`config.mk`:
```
export PLATFORM = sky130hd
export DESIGN_NAME = nvs_ctrl
export DESIGN_NICKNAME = d
export VERILOG_FILES = /design/src/core/nvs_pkg.sv /design/src/core/nvs_ctrl.sv
export SDC_FILE = /design/constraint.sdc
export NUM_CORES = 1
export LEC_CHECK = 0
export ABC_AREA = 1
export BUFFER_PORTS_ARGS = -buffer_cell sky130_fd_sc_hd__buf_2
export CAP_MARGIN = 20
export CELL_PAD_IN_SITES_DETAIL_PLACEMENT = 0
export CELL_PAD_IN_SITES_GLOBAL_PLACEMENT = 2
export CORE_MARGIN = 2
export CORE_UTILIZATION = 20
export DETAILED_ROUTE_END_ITERATION = 8
export GPL_TIMING_DRIVEN = 0
export MAX_ROUTING_LAYER = met4
export PLACE_DENSITY = 0.74
export REMOVE_ABC_BUFFERS = 1
export SLEW_MARGIN = 40
export SYNTH_ARGS = -nofsm -noshare
export SYNTH_HDL_FRONTEND = slang
export SYNTH_SLANG_ARGS = --single-unit
export TNS_END_PERCENT = 5
```
`constraint.sdc`:
```
create_clock -name clk_sys_in -period 1 [get_ports clk_sys_in]
set_input_delay 0 -clock clk_sys_in [delete_from_list [all_inputs] [get_ports clk_sys_in]]
set_output_delay 0 -clock clk_sys_in [all_outputs]
set_load 0.02 [all_outputs]
```
`src/core/nvs_pkg.sv`:
```
// constants, types and encodings of the nested virtualisation / stage 2 attribute block
// assumes one 200 MHz clock and a plain 32-bit register port
package nvs_pkg;
  // register offsets (byte addresses)
  localparam logic [7:0] NVS_OFF_CFG_LO = 8'h00;
  localparam logic [7:0] NVS_OFF_CFG_HI = 8'h04;
  localparam logic [7:0] NVS_OFF_EFFECT = 8'h08;
  // field positions inside the upper config word (config bits 46..42)
  localparam int NVS_BIT_FWB = 14;
  localparam int NVS_BIT_NV2 = 13;
  localparam int NVS_BIT_AT = 12;
  localparam int NVS_BIT_NV1 = 11;
  localparam int NVS_BIT_NV = 10;
  // implemented-field mask, others read zero
  localparam logic [31:0] NVS_IMPL_MASK = 32'h0000_7C00;
  localparam logic [31:0] NVS_CFG_RESET = 32'h0000_0000;
  // aux-only behaviour: 0 as both one, 1 as both zero, 2 as defined
  localparam logic [1:0] NVS_AUX_ONLY_MODE = 2'h2;
  // syndrome class for nested traps
  localparam logic [5:0] NVS_EC_SYSREG = 6'h18;
  // saved mode bits [3:2]
  localparam logic [1:0] NVS_MODE_REDIR = 2'h2;
  localparam logic [1:0] NVS_MODE_NORMAL = 2'h1;
  // cacheability codes
  localparam logic [1:0] NVS_CACHE_NC = 2'h0;
  localparam logic [1:0] NVS_CACHE_WB = 2'h3;
  localparam logic [1:0] NVS_ALLOC_RWA = 2'h3;
  // descriptor bit positions
  localparam int NVS_D_S2_IGN = 5;
  localparam int NVS_D_PG_UXN = 54;
  localparam int NVS_D_PG_PXN = 53;
  localparam int NVS_D_PG_B6 = 6;
  localparam int NVS_D_TB_B61 = 61;
  localparam int NVS_D_TB_UXN = 60;
  localparam int NVS_D_TB_PXN = 59;
  // kinds of guest-kernel access presented for classification
  typedef enum logic [2:0] {
    NVS_ACC_HYP_REG, NVS_ACC_ALIAS_REG, NVS_ACC_LISTED_REG, NVS_ACC_S1_XLATE, NVS_ACC_OTHER
  } nvs_acc_kind_e;
  // outcome of an access
  typedef enum logic [2:0] {
    NVS_ACT_NONE, NVS_ACT_TRAP, NVS_ACT_TRANSFORM, NVS_ACT_UNDEF, NVS_ACT_OTHER_TRAP
  } nvs_action_e;
endpackage : nvs_pkg

```
`src/core/nvs_ctrl.sv`:
```
// nested virtualisation controls and forced writeback attribute combiner
// assumes all query inputs come from logic on clk_sys_in; answers one cycle later
`timescale 1ns/100ps
module nvs_ctrl import nvs_pkg::*; (
  input wire logic clk_sys_in,
  input wire logic rst_n_in,
  // register port
  input wire logic [7:0] reg_addr_in,
  input wire logic [31:0] reg_wdata_in,
  input wire logic reg_wr_in,
  input wire logic reg_rd_in,
  output logic [31:0] reg_rdata_out,
  // context
  input wire logic guest_kernel_level_in,
  input wire logic hyp_level_enabled_in,
  // access classification
  input wire logic acc_valid_in,
  input wire logic [2:0] acc_kind_in,
  input wire logic acc_implemented_in,
  input wire logic acc_other_trap_in,
  output logic acc_done_out,
  output logic [2:0] acc_action_out,
  output logic [5:0] acc_ec_out,
  // guest exception entry
  input wire logic exc_valid_in,
  output logic exc_done_out,
  output logic [1:0] exc_mode_out,
  // stage 1 / stage 2 attribute combine
  input wire logic attr_valid_in,
  input wire logic s1_device_in,
  input wire logic [1:0] s1_dev_kind_in,
  input wire logic [1:0] s1_inner_in,
  input wire logic [1:0] s1_outer_in,
  input wire logic [1:0] s1_alloc_in,
  input wire logic [5:0] s2_attr_in,
  input wire logic s2_secure_in,
  output logic attr_done_out,
  output logic fin_device_out,
  output logic [1:0] fin_dev_kind_out,
  output logic [1:0] fin_inner_out,
  output logic [1:0] fin_outer_out,
  output logic [1:0] fin_alloc_out,
  // guest descriptor reinterpretation
  input wire logic desc_valid_in,
  input wire logic [63:0] desc_in,
  input wire logic desc_is_table_in,
  input wire logic hier_perm_en_in,
  output logic desc_done_out,
  output logic [63:0] desc_out,
  output logic priv_execute_never_out,
  output logic user_execute_never_out,
  // privilege state effects
  input wire logic priv_access_never_state_in,
  output logic pan_effective_out,
  output logic unpriv_as_priv_out
);

  // whole block state
  typedef struct packed {
    logic forced_writeback;
    logic nv2;
    logic at;
    logic nv1;
    logic nv;
    logic [31:0] rdata;
    logic acc_done;
    nvs_action_e acc_action;
    logic [5:0] acc_ec;
    logic exc_done;
    logic [1:0] exc_mode;
    logic attr_done;
    logic fin_dev;
    logic [1:0] fin_kind;
    logic [1:0] fin_inner;
    logic [1:0] fin_outer;
    logic [1:0] fin_alloc;
    logic desc_done;
    logic [63:0] desc;
    logic priv_execute_never;
    logic user_execute_never;
    logic pan_eff;
    logic unpriv_priv;
  } nvs_state_s;

  nvs_state_s st_r; // registered state
  nvs_state_s st_nxt; // next state

  // effective controls
  logic nv_eff; // trap control as seen by logic
  logic nv1_eff; // aux control as seen by logic
  logic nv2_eff; // redirect as seen by logic
  logic both_nv; // aux and trap both one
  logic [31:0] cfg_hi; // stored fields in word layout
  logic [31:0] eff_word; // effective fields in word layout
  logic [1:0] s2_code; // stage 2 bits 3:2
  logic s1_cacheable; // stage 1 gave a cacheable type
  nvs_acc_kind_e acc_kind; // typed access kind

  // effective values of the nested controls
  always_comb begin
    nv_eff = st_r.nv;
    nv1_eff = st_r.nv1;
    // aux alone: selectable permitted behaviour
    if (st_r.nv1 && !st_r.nv) begin
      if (NVS_AUX_ONLY_MODE == 2'h0) begin
        nv_eff = 1'b1;
      end else if (NVS_AUX_ONLY_MODE == 2'h1) begin
        nv1_eff = 1'b0;
      end
    end
    // redirect only counts while the trap control is on
    nv2_eff = st_r.nv2 && nv_eff;
    both_nv = nv_eff && nv1_eff;
  end

  // readback words; cfg_hi shows stored values, eff_word shows effective values
  always_comb begin
    cfg_hi = 32'h0000_0000;
    cfg_hi[NVS_BIT_FWB] = st_r.forced_writeback;
    cfg_hi[NVS_BIT_NV2] = st_r.nv2;
    cfg_hi[NVS_BIT_AT] = st_r.at;
    cfg_hi[NVS_BIT_NV1] = st_r.nv1;
    cfg_hi[NVS_BIT_NV] = st_r.nv;
    cfg_hi = cfg_hi & NVS_IMPL_MASK;
    eff_word = 32'h0000_0000;
    eff_word[NVS_BIT_FWB] = st_r.forced_writeback;
    eff_word[NVS_BIT_NV2] = nv2_eff;
    eff_word[NVS_BIT_AT] = st_r.at;
    eff_word[NVS_BIT_NV1] = nv1_eff;
    eff_word[NVS_BIT_NV] = nv_eff;
  end

  assign s2_code = s2_attr_in[3:2];
  assign s1_cacheable = !s1_device_in && (s1_inner_in != NVS_CACHE_NC ||
    s1_outer_in != NVS_CACHE_NC);
  assign acc_kind = nvs_acc_kind_e'(acc_kind_in);

  // next-state logic for every part of the block
  always_comb begin
    st_nxt = st_r;
    // register port
    if (reg_wr_in && reg_addr_in == NVS_OFF_CFG_HI) begin
      st_nxt.forced_writeback = reg_wdata_in[NVS_BIT_FWB];
      st_nxt.nv2 = reg_wdata_in[NVS_BIT_NV2];
      st_nxt.at = reg_wdata_in[NVS_BIT_AT];
      st_nxt.nv1 = reg_wdata_in[NVS_BIT_NV1];
      st_nxt.nv = reg_wdata_in[NVS_BIT_NV];
    end
    st_nxt.rdata = 32'h0000_0000;
    if (reg_rd_in) begin
      if (reg_addr_in == NVS_OFF_CFG_LO) begin
        st_nxt.rdata = 32'h0000_0000; // no fields held here
      end else if (reg_addr_in == NVS_OFF_CFG_HI) begin
        st_nxt.rdata = cfg_hi;
      end else if (reg_addr_in == NVS_OFF_EFFECT) begin
        st_nxt.rdata = eff_word;
      end else begin
        st_nxt.rdata = 32'h0000_0000; // unmapped
      end
    end

    // access classification, highest priority first
    st_nxt.acc_done = acc_valid_in;
    st_nxt.acc_action = NVS_ACT_NONE;
    st_nxt.acc_ec = 6'h00;
    if (acc_valid_in && guest_kernel_level_in) begin
      if (!acc_implemented_in && acc_kind != NVS_ACC_OTHER) begin
        st_nxt.acc_action = NVS_ACT_UNDEF;
      end else if (acc_other_trap_in) begin
        st_nxt.acc_action = NVS_ACT_OTHER_TRAP;
      end else if (nv2_eff && (acc_kind == NVS_ACC_HYP_REG ||
          (acc_kind == NVS_ACC_ALIAS_REG && !nv1_eff))) begin
        st_nxt.acc_action = NVS_ACT_TRANSFORM;
      end else if (hyp_level_enabled_in && st_r.at && acc_kind == NVS_ACC_S1_XLATE) begin
        st_nxt.acc_action = NVS_ACT_TRAP;
        st_nxt.acc_ec = NVS_EC_SYSREG;
      end else if (hyp_level_enabled_in && !nv2_eff && nv1_eff &&
          acc_kind == NVS_ACC_LISTED_REG) begin
        st_nxt.acc_action = NVS_ACT_TRAP;
        st_nxt.acc_ec = NVS_EC_SYSREG;
      end else if (hyp_level_enabled_in && !nv2_eff && nv_eff &&
          (acc_kind == NVS_ACC_HYP_REG || acc_kind == NVS_ACC_ALIAS_REG)) begin
        st_nxt.acc_action = NVS_ACT_TRAP;
        st_nxt.acc_ec = NVS_EC_SYSREG;
      end
    end

    // saved mode bits for guest-to-guest exceptions
    st_nxt.exc_done = exc_valid_in;
    st_nxt.exc_mode = 2'h0;
    if (exc_valid_in) begin
      if (nv2_eff || (nv_eff && !nv1_eff)) begin
        st_nxt.exc_mode = NVS_MODE_REDIR;
      end else begin
        st_nxt.exc_mode = NVS_MODE_NORMAL;
      end
    end

    // attribute combine; security of the stage 2 table does not gate it
    st_nxt.attr_done = attr_valid_in;
    st_nxt.fin_dev = s1_device_in;
    st_nxt.fin_kind = s1_dev_kind_in;
    st_nxt.fin_inner = s1_inner_in;
    st_nxt.fin_outer = s1_outer_in;
    if (st_r.forced_writeback) begin
      // bit 5 never read in this branch
      if (!s2_attr_in[4]) begin
        st_nxt.fin_dev = 1'b1;
        st_nxt.fin_kind = (s1_device_in && s1_dev_kind_in < s2_code) ?
          s1_dev_kind_in : s2_code;
      end else if (s2_code == 2'h3) begin
        st_nxt.fin_dev = s1_device_in;
      end else if (s2_code == 2'h2) begin
        st_nxt.fin_dev = 1'b0;
        st_nxt.fin_inner = NVS_CACHE_WB;
        st_nxt.fin_outer = NVS_CACHE_WB;
      end else if (!s1_device_in) begin
        st_nxt.fin_inner = NVS_CACHE_NC;
        st_nxt.fin_outer = NVS_CACHE_NC;
      end
    end else if (s2_attr_in[5:4] == 2'h0) begin
      // legacy: device stage 2 wins, stricter kind kept
      st_nxt.fin_dev = 1'b1;
      st_nxt.fin_kind = (s1_device_in && s1_dev_kind_in < s2_code) ?
        s1_dev_kind_in : s2_code;
    end
    if (st_nxt.fin_dev) begin
      st_nxt.fin_inner = NVS_CACHE_NC;
      st_nxt.fin_outer = NVS_CACHE_NC;
    end else begin
      st_nxt.fin_kind = 2'h0;
    end
    // allocation hint of a cacheable result
    if (!st_nxt.fin_dev && (st_nxt.fin_inner != NVS_CACHE_NC ||
        st_nxt.fin_outer != NVS_CACHE_NC)) begin
      st_nxt.fin_alloc = s1_cacheable ? s1_alloc_in : NVS_ALLOC_RWA;
    end else begin
      st_nxt.fin_alloc = 2'h0;
    end

    // descriptor reinterpretation
    st_nxt.desc_done = desc_valid_in;
    st_nxt.desc = desc_in;
    if (st_r.forced_writeback) begin
      st_nxt.desc[NVS_D_S2_IGN] = 1'b0;
    end
    if (desc_is_table_in) begin
      st_nxt.priv_execute_never = desc_in[NVS_D_TB_PXN];
      st_nxt.user_execute_never = desc_in[NVS_D_TB_UXN];
      if (both_nv && hier_perm_en_in) begin
        st_nxt.desc[NVS_D_TB_B61] = 1'b0;
        st_nxt.desc[NVS_D_TB_PXN] = 1'b0;
        st_nxt.priv_execute_never = desc_in[NVS_D_TB_UXN];
        st_nxt.user_execute_never = 1'b0;
      end
    end else begin
      st_nxt.priv_execute_never = desc_in[NVS_D_PG_PXN];
      st_nxt.user_execute_never = desc_in[NVS_D_PG_UXN];
      if (both_nv) begin
        st_nxt.desc[NVS_D_PG_PXN] = 1'b0;
        st_nxt.desc[NVS_D_PG_B6] = 1'b0;
        st_nxt.priv_execute_never = desc_in[NVS_D_PG_UXN];
        st_nxt.user_execute_never = 1'b0;
      end
    end

    // privilege state effects at guest kernel level
    st_nxt.pan_eff = priv_access_never_state_in &&
      !(both_nv && guest_kernel_level_in);
    st_nxt.unpriv_priv = both_nv && guest_kernel_level_in;
  end

  // state register; warm reset clears every field
  always_ff @(posedge clk_sys_in or negedge rst_n_in) begin
    if (!rst_n_in) begin
      st_r <= '0;
    end else begin
      st_r <= st_nxt;
    end
  end

  // outputs straight from the state register
  assign reg_rdata_out = st_r.rdata;
  assign acc_done_out = st_r.acc_done;
  assign acc_action_out = st_r.acc_action;
  assign acc_ec_out = st_r.acc_ec;
  assign exc_done_out = st_r.exc_done;
  assign exc_mode_out = st_r.exc_mode;
  assign attr_done_out = st_r.attr_done;
  assign fin_device_out = st_r.fin_dev;
  assign fin_dev_kind_out = st_r.fin_kind;
  assign fin_inner_out = st_r.fin_inner;
  assign fin_outer_out = st_r.fin_outer;
  assign fin_alloc_out = st_r.fin_alloc;
  assign desc_done_out = st_r.desc_done;
  assign desc_out = st_r.desc;
  assign priv_execute_never_out = st_r.priv_execute_never;
  assign user_execute_never_out = st_r.user_execute_never;
  assign pan_effective_out = st_r.pan_eff;
  assign unpriv_as_priv_out = st_r.unpriv_priv;
endmodule : nvs_ctrl

```
# Word level (Yosys, flattened, before mapping)
# Index checks and enable logic that the tools add are counted.
# totals
register_bits	129
latch_bits	0
mem_bits_rw	0
mem_bits_ro	0
output_inout_bits	124
word_cells	115
mem_count	0
# op_classes
addsub	0
mul	0
div	0
order_cmp	1
eq_ne	8
shift	0
muxes	44
n_bitwise	0
reduce_logical	39
# ops
operator	count
15-bit two-way mux	3
32-bit two-way mux	1
9-bit two-way mux	3
4-bit two-way mux	6
1-bit logical AND	21
2-bit two-way mux	10
6-bit two-way mux	3
3-bit two-way mux	5
1-bit two-way mux	12
8-bit by 3-bit equality test with 1-bit output, second input constant	1
8-bit by 4-bit equality test with 1-bit output, second input constant	1
8-bit logical NOT	1
2-bit nonzero test	4
7-bit two-way mux	1
3-bit by 2-bit equality test with 1-bit output, second input constant	2
1-bit logical NOT	6
1-bit logical OR	5
2-bit equality test, second input constant	2
3-bit by 1-bit equality test with 1-bit output, second input constant	1
3-bit logical NOT	1
3-bit != test, second input constant	1
2-bit logical NOT	1
2-bit less-than comparator	1

# Logic depth before layout (Yosys ltp)
# Gate-level depths: netlist of the first run.
# logic_depth
depth_word	12
depth_mapped	9
mapped_depth_nobuf	9

# Worst setup path before layout of the first run
# No wires, ideal clock.
# synth_path
kind	flip-flop to flip-flop
from	register st_r, in the netlist cfg_hi[14]
to	register st_r, in the netlist fin_alloc_out[0]
setup_ns	0.118
t_arrival_ns	0.983
slack_ns	-0.101
path_stages_with_launch	8
period_less_slack_ns	1.101
path_cell_list	dfrtp_1 nand2_2 inv_4 nand2_4 nand2_2 nor2_4 o21bai_4 nor2_2
# synth_rtl
element	line_no	rtl
from (decl)	nvs_ctrl.sv:85	nvs_state_s st_r;
from (signal assigned)	nvs_ctrl.sv:278	st_r <= st_nxt;

==> results.json, run 1 <==
{
  "setup_ws_ns": -0.196,
  "grt_max_degree": 60,
  "rows": 47,
  "numPortBuffers": 200,
  "initial_core_util": 0.206,
  "die_w_microns": 135,
  "synthCells": 289,
  "violations": "setup timing",
  "drive_above_1_share": 0.424,
  "die_area_sq_um": 18200,
  "multiInputGateArea_sq_um": 797,
  "cts-buffers-inserted": 9,
  "register_area_sq_um": 2430,
  "drtIter0Drc": 72,
  "routedWlPerCell_microns": 11.9,
  "p_sw_w": 0.00243,
  "diodes": 0,
  "hold-path-cell-count": 5,
  "setup-tns-final_ns": -1.37,
  "finClkSkew_ns": 0.0110,
  "yosys_warnings": 0,
  "finalSetupViolations": 9,
  "place_ws_ns": -0.315,
  "via_per_inst": 3.59,
  "worstHoldStart": "s2_attr_in[3]",
  "synth_cell_types": 27,
  "powerDensity_nw_per_um2": 1520,
  "swShare": 0.272,
  "reg2regPathDepth": 7,
  "syn_avg_cell_area_sq_um": 11.9,
  "cts_tree": "done",
  "yosys.area.top_type": "dfrtp_1",
  "leakage_nw": 3.13,
  "ys_seq_area_frac": 0.707,
  "grt_usage": 0.106,
  "ys_ff_latch": 97,
  "fmax_mhz": 836,
  "hpwl_microns": 7200,
  "r2r_start": "cfg_hi[14]$_DFFE_PN0P_",
  "ys_top_cells_by_area": "dfrtp_1 (71%), buf_4 (7.0%), nand2_1 (4.4%)",
  "clock-root-buffer": "clkbuf_16",
  "grt_antenna_before_repair": 0,
  "async_flop_share": 1.00,
  "die_h_microns": 135,
  "syn_area_sq_um": 3430,
  "cts_buffer_depth": 2,
  "area_growth_syn_to_layout_pct": 70.7,
  "drc_errors": 0,
  "seq_power_share": 0.471,
  "layout_commonest_cell": "buf_2",
  "vdd_ir_drop_max_mv": 0.668,
  "power_w": 0.00891,
  "rsz0062_at_grt": "yes",
  "reg2reg_to": "fin_alloc_out[1]$_DFF_PN0_",
  "synth_edf_count": 0,
  "worst_setup_path_start_kind": "flop",
  "core_sq_um": 16700,
  "clk_pin_slew_worst_paths_ns": 0.08,
  "nNetsFinal": 729,
  "clkPwrFrac": 0.366,
  "grt-ovfl-total": 0,
  "fin_crit_ns": 1.20,
  "maxSlewViolCount": 0,
  "finalCritPeriodShare": 1.20,
  "ant_nets": 0,
  "fillers": 1692,
  "post-route-util": 0.351,
  "routed_wl_microns": 9690,
  "critPathArrivalTime_ns": 1.42,
  "most-common-layout-cells": "buf_2 (199), dfrtp_1 (94), dlygate4sd3_1 (89), nand2_1 (37), nor2_1 (34)",
  "num_vias": 2922,
  "drtPass1Iterations": 3,
  "required_ns": 1.23,
  "r2r_setup_slack_ns": -0.20,
  "hold_end": "fin_dev_kind_out[1]$_DFF_PN0_",
  "htreeDepth": 3,
  "first_global_vias": 2889,
  "max_cap_violations": 0,
  "min_path_type": "in2reg",
  "crit_type": "reg2reg",
  "worstSkewPairLatency_ns": 0.34,
  "fin_cells": 815,
  "comb_power_share": 0.163,
  "synth-main-ff-cell": "dfrtp_1",
  "ioPinCount": 262,
  "intPower_w": 0.00648,
  "crit_path_max_fanout": 5,
  "critPathCaptureType": "flop",
  "gp_congestion": 0.745,
  "synth_top_area_share": 0.707,
  "run_status": "finished, violations left",
  "place_inst": 708,
  "hold_violations": 0,
  "numClockSinks": 97,
  "grt_pass1_wl_microns": 14300
}
==> power by group through the flow <==
stage / combinational, W / sequential (W) / clock [W]
global placement: 0.00112 / 0.00426 / 0
floorplan: 0.000309 / 0.00452 / 0
global route: 0.00158 / 0.00421 / 0.00359
finish: 0.00145 / 0.00420 / 0.00326
CTS: 0.00145 / 0.00419 / 0.00343
detailed placement: 0.00115 / 0.00427 / 0
==> synth_stat cells, types with 2 or more instances <==
master   instances
a21oi_1          3
buf_4           32
dfrtp_1         97
inv_1           29
inv_2            3
nand2_1         40
nand2_2          3
nand2_4          2
nand3_1          8
nand4_1          3
nor2_1          37
nor2_2           5
nor2_4           2
o21ai_0         10
o21ai_1          3
==> worst max path at each step <==
stage | start | endpoint | slack (ns)
floorplan | cfg_hi[14]$_DFFE_PN0P_ | fin_alloc_out[0]$_DFF_PN0_ | -0.10
global placement | rst_n_in | desc_out[45]$_DFF_PN0_ | -1.04
detailed placement | cfg_hi[14]$_DFFE_PN0P_ | fin_outer_out[1]$_DFF_PN0_ | -0.31
CTS | cfg_hi[14]$_DFFE_PN0P_ | fin_alloc_out[1]$_DFF_PN0_ | -0.22
global route | cfg_hi[14]$_DFFE_PN0P_ | fin_alloc_out[1]$_DFF_PN0_ | -0.28
finish | cfg_hi[14]$_DFFE_PN0P_ | fin_alloc_out[1]$_DFF_PN0_ | -0.20
==> metrics by stage <==
stage	cell area [sq um]	hold slack [ns]
after floorplan	3310	-0.296
after global placement	4580	0.108
after detailed placement	4620	-0.0976
after CTS	5830	0.000416
after global routing	5860	0.0353
final	5860	0.0116
==> state kept, by name (all words and copies together), names as in the netlist, 2 cells and up <==
signal            count
desc_out             64
acc_action_out        3
fin_alloc_out         2
cfg_hi                3
fin_dev_kind_out      2
reg_rdata_out         5
fin_outer_out         2
fin_inner_out         2
exc_mode_out          2
==> area by class of cell <==
class	instances	share of cell area
clock buffer	9	0.0384
clock inverter	7	0.0102
inverter	33	0.0224
multi-input combinational	157	0.136
sequential	97	0.415
tap	220	0.0469
timing repair buffer	292	0.332
==> repair_timing <==
item                                    CTS  global route
pin swaps                                 3             2
hold endpoints to repair                192             0
endpoints found under the setup margin   17            18
hold buffers                             89             0
resized for setup                        10            13
buffers inserted                          2             0
==> metal layers <==
| layer | GRT usage | wire [microns] | share of wire | vias up |
|---|---|---|---|---|
| met5 | - | 0 | 0 | - |
| met4 | 0.0422 | 187 | 0.019 | 0 |
| met3 | 0.0304 | 874 | 0.090 | 13 |
| met2 | 0.194 | 4960 | 0.51 | 150 |
| met1 | 0.105 | 3670 | 0.38 | 1335 |
| li1 | - | - | - | 1424 |
==> cell families (layout without fill, tap and decap cells) <==
family                   after synthesis  in the layout  synth area share
AO/OA/AOI/OAI                         20             20            0.0364
adder cells (fa/ha/maj)                1              1           0.00364
buffers and inverters                 65            341             0.107
flip-flops                            97             97             0.707
other                                  1             31           0.00109
AND/OR/NAND/NOR                      105            105             0.145
==> critical path: stages, from the launching register on <==
cell      delay, ns
dfrtp_2        0.45
nand2_4        0.09
inv_6          0.05
nand2_4        0.08
nand2_4        0.05
nor2_4         0.15
o21bai_4       0.16
nor2_2         0.05
No activity file was read; power rests on OpenSTA's default activity.
==> inputs of run 2 (changes only) <==
Settings changed: GPL_TIMING_DRIVEN 0 to 1.
==> run 2 against run 1 <==
Net effect:
- the run still ends with setup timing left
- clock skew shrank 0.0029 ns
- sequential power is essentially flat
- maximum frequency grew 3.2%
- register-to-register slack gained 0.04 ns
- first-iteration DRC count shrank 31%
- combinational power is essentially flat
- core utilization grew 0.45 points
- wire length grew 3.5%
- non-clock buffer count grew 8
- setup slack gained 0.037 ns
==> results.json, run 2 (synthesis results as in run 1) <==
{
  "numClockSinks": 97,
  "largest_reg_flops": 64,
  "max_cap_violations": 0,
  "die_h_microns": 135,
  "rows": 47,
  "diodes": 0,
  "finalSetupViolations": 10,
  "r2r_start": "cfg_hi[14]$_DFFE_PN0P_",
  "post-route-util": 0.356,
  "cts_buffer_depth": 2,
  "first_global_vias": 3077,
  "worstHoldStart": "hyp_level_enabled_in",
  "reg2reg_to": "fin_alloc_out[0]$_DFF_PN0_",
  "fmax_mhz": 863,
  "drtIter0Drc": 50,
  "drc_errors": 0,
  "r2r_setup_slack_ns": -0.16,
  "area_growth_syn_to_layout_pct": 72.9,
  "numPortBuffers": 200,
  "drtPass1Iterations": 4,
  "num_vias": 2946,
  "core_sq_um": 16700,
  "drive_above_1_share": 0.431,
  "cts_tree": "done",
  "run_status": "finished, violations left",
  "clock-root-buffer": "clkbuf_16",
  "grt_max_degree": 41,
  "critPathCaptureType": "flop",
  "cts-buffers-inserted": 9,
  "worst_setup_path_start_kind": "flop",
  "die_area_sq_um": 18200,
  "gp_congestion": 0.807,
  "layout_commonest_cell": "buf_2",
  "routedWlPerCell_microns": 12.2,
  "powerDensity_nw_per_um2": 1570,
  "setup_ws_ns": -0.158,
  "htreeDepth": 3,
  "most-common-layout-cells": "buf_2 (199), dfrtp_1 (97), dlygate4sd3_1 (87), nand2_1 (35), nor2_1 (35)",
  "violations": "setup timing",
  "clk_pin_slew_worst_paths_ns": 0.07,
  "routed_wl_microns": 10000,
  "worstSkewPairLatency_ns": 0.35,
  "fillers": 1708,
  "grt_pass1_wl_microns": 15300,
  "reg2regPathDepth": 8,
  "via_per_inst": 3.58,
  "finalCritPeriodShare": 1.16,
  "fin_crit_ns": 1.16,
  "die_w_microns": 135,
  "initial_core_util": 0.206,
  "critPathArrivalTime_ns": 1.39,
  "setup-tns-final_ns": -1.10,
  "nNetsFinal": 737,
  "vdd_ir_drop_max_mv": 0.687,
  "crit_path_max_fanout": 4,
  "ioPinCount": 262,
  "grt_antenna_before_repair": 0,
  "min_path_type": "in2reg",
  "finClkSkew_ns": 0.00811,
  "place_ws_ns": -0.181,
  "hpwl_microns": 7500,
  "crit_type": "reg2reg",
  "grt-ovfl-total": 0,
  "hold-path-cell-count": 5,
  "hold_violations": 0,
  "leakage_nw": 3.19,
  "fin_cells": 823,
  "ant_nets": 0,
  "required_ns": 1.23,
  "place_inst": 719,
  "hold_end": "acc_ec_out[3]$_DFF_PN0_",
  "rsz0062_at_grt": "yes",
  "power_w": 0.00931,
  "grt_usage": 0.113,
  "maxSlewViolCount": 0
}
## run 2: cell types whose count changed in the layout (fill, tap and decap cells not counted), sizes merged
cell         before  now
clkbuf            9   10
dlygate4sd3      89   87
buf             203  213
clkinvlp          2    0
clkinv            1    0
bufinv            0    1
inv              37   38
## run 2: layout make-up
class	instances	area, sq um	share of cell area
Sequential cell	97	2430	0.409
Timing Repair Buffer	300	2000	0.337
Multi-Input combinational cell	157	790	0.133
Tap cell	220	275	0.0463
Clock buffer	10	239	0.0402
Inverter	33	129	0.0217
Clock inverter	6	78.8	0.0133
## run 2: metal layers
| metal | up-vias | track usage | part of all wire |
|---|---|---|---|
| met5 | - | - | 0 |
| met4 | 0 | 0.0579 | 0.025 |
| met3 | 16 | 0.0233 | 0.079 |
| met2 | 152 | 0.201 | 0.52 |
| met1 | 1339 | 0.118 | 0.38 |
| li1 | 1439 | - | - |
## run 2: worst max path at each step
stage | from | end | cells after the start
finish | cfg_hi[14]$_DFFE_PN0P_ | fin_alloc_out[0]$_DFF_PN0_ | 8
floorplan | cfg_hi[14]$_DFFE_PN0P_ | fin_alloc_out[0]$_DFF_PN0_ | 7
global route | cfg_hi[14]$_DFFE_PN0P_ | fin_alloc_out[1]$_DFF_PN0_ | 8
detailed placement | cfg_hi[14]$_DFFE_PN0P_ | fin_outer_out[1]$_DFF_PN0_ | 8
global placement | cfg_hi[14]$_DFFE_PN0P_ | fin_dev_kind_out[1]$_DFF_PN0_ | 9
CTS | cfg_hi[14]$_DFFE_PN0P_ | fin_alloc_out[0]$_DFF_PN0_ | 7
## run 2: what timing repair did
action                                 4_1_cts  5_1_grt
gates resized for setup                     11        8
setup endpoints to repair                   17       18
buffers inserted                             1        0
hold buffers                                87        0
pin swaps                                    2        0
endpoints found under the hold margin      190        0
gates cloned                                 0        0
## run 2: per-stage QoR
step	hold WS [ns]	instance area, sq um
floorplan	-0.296	3310
global placement	-0.0939	4700
detailed placement	-0.0926	4700
CTS	0.000988	5920
global route	0.0301	5940
finish	0.0205	5940
## run 2: critical path, stage by stage (launching register included)
cell and delay [ns]:
dfrtp_1 0.41, nand2_2 0.10, inv_4 0.06, nand2_4 0.08
nand2_1 0.07, nand2_2 0.07, nand2_2 0.06, o21bai_4 0.14
nor2_2 0.05
## run 2: report_power, final
group          switching (W)  internal [W]  total, W
Sequential         0.0000640       0.00412   0.00419
Clock                0.00157       0.00207   0.00364
Combinational       0.000841      0.000641   0.00148
Total                0.00248       0.00683   0.00931
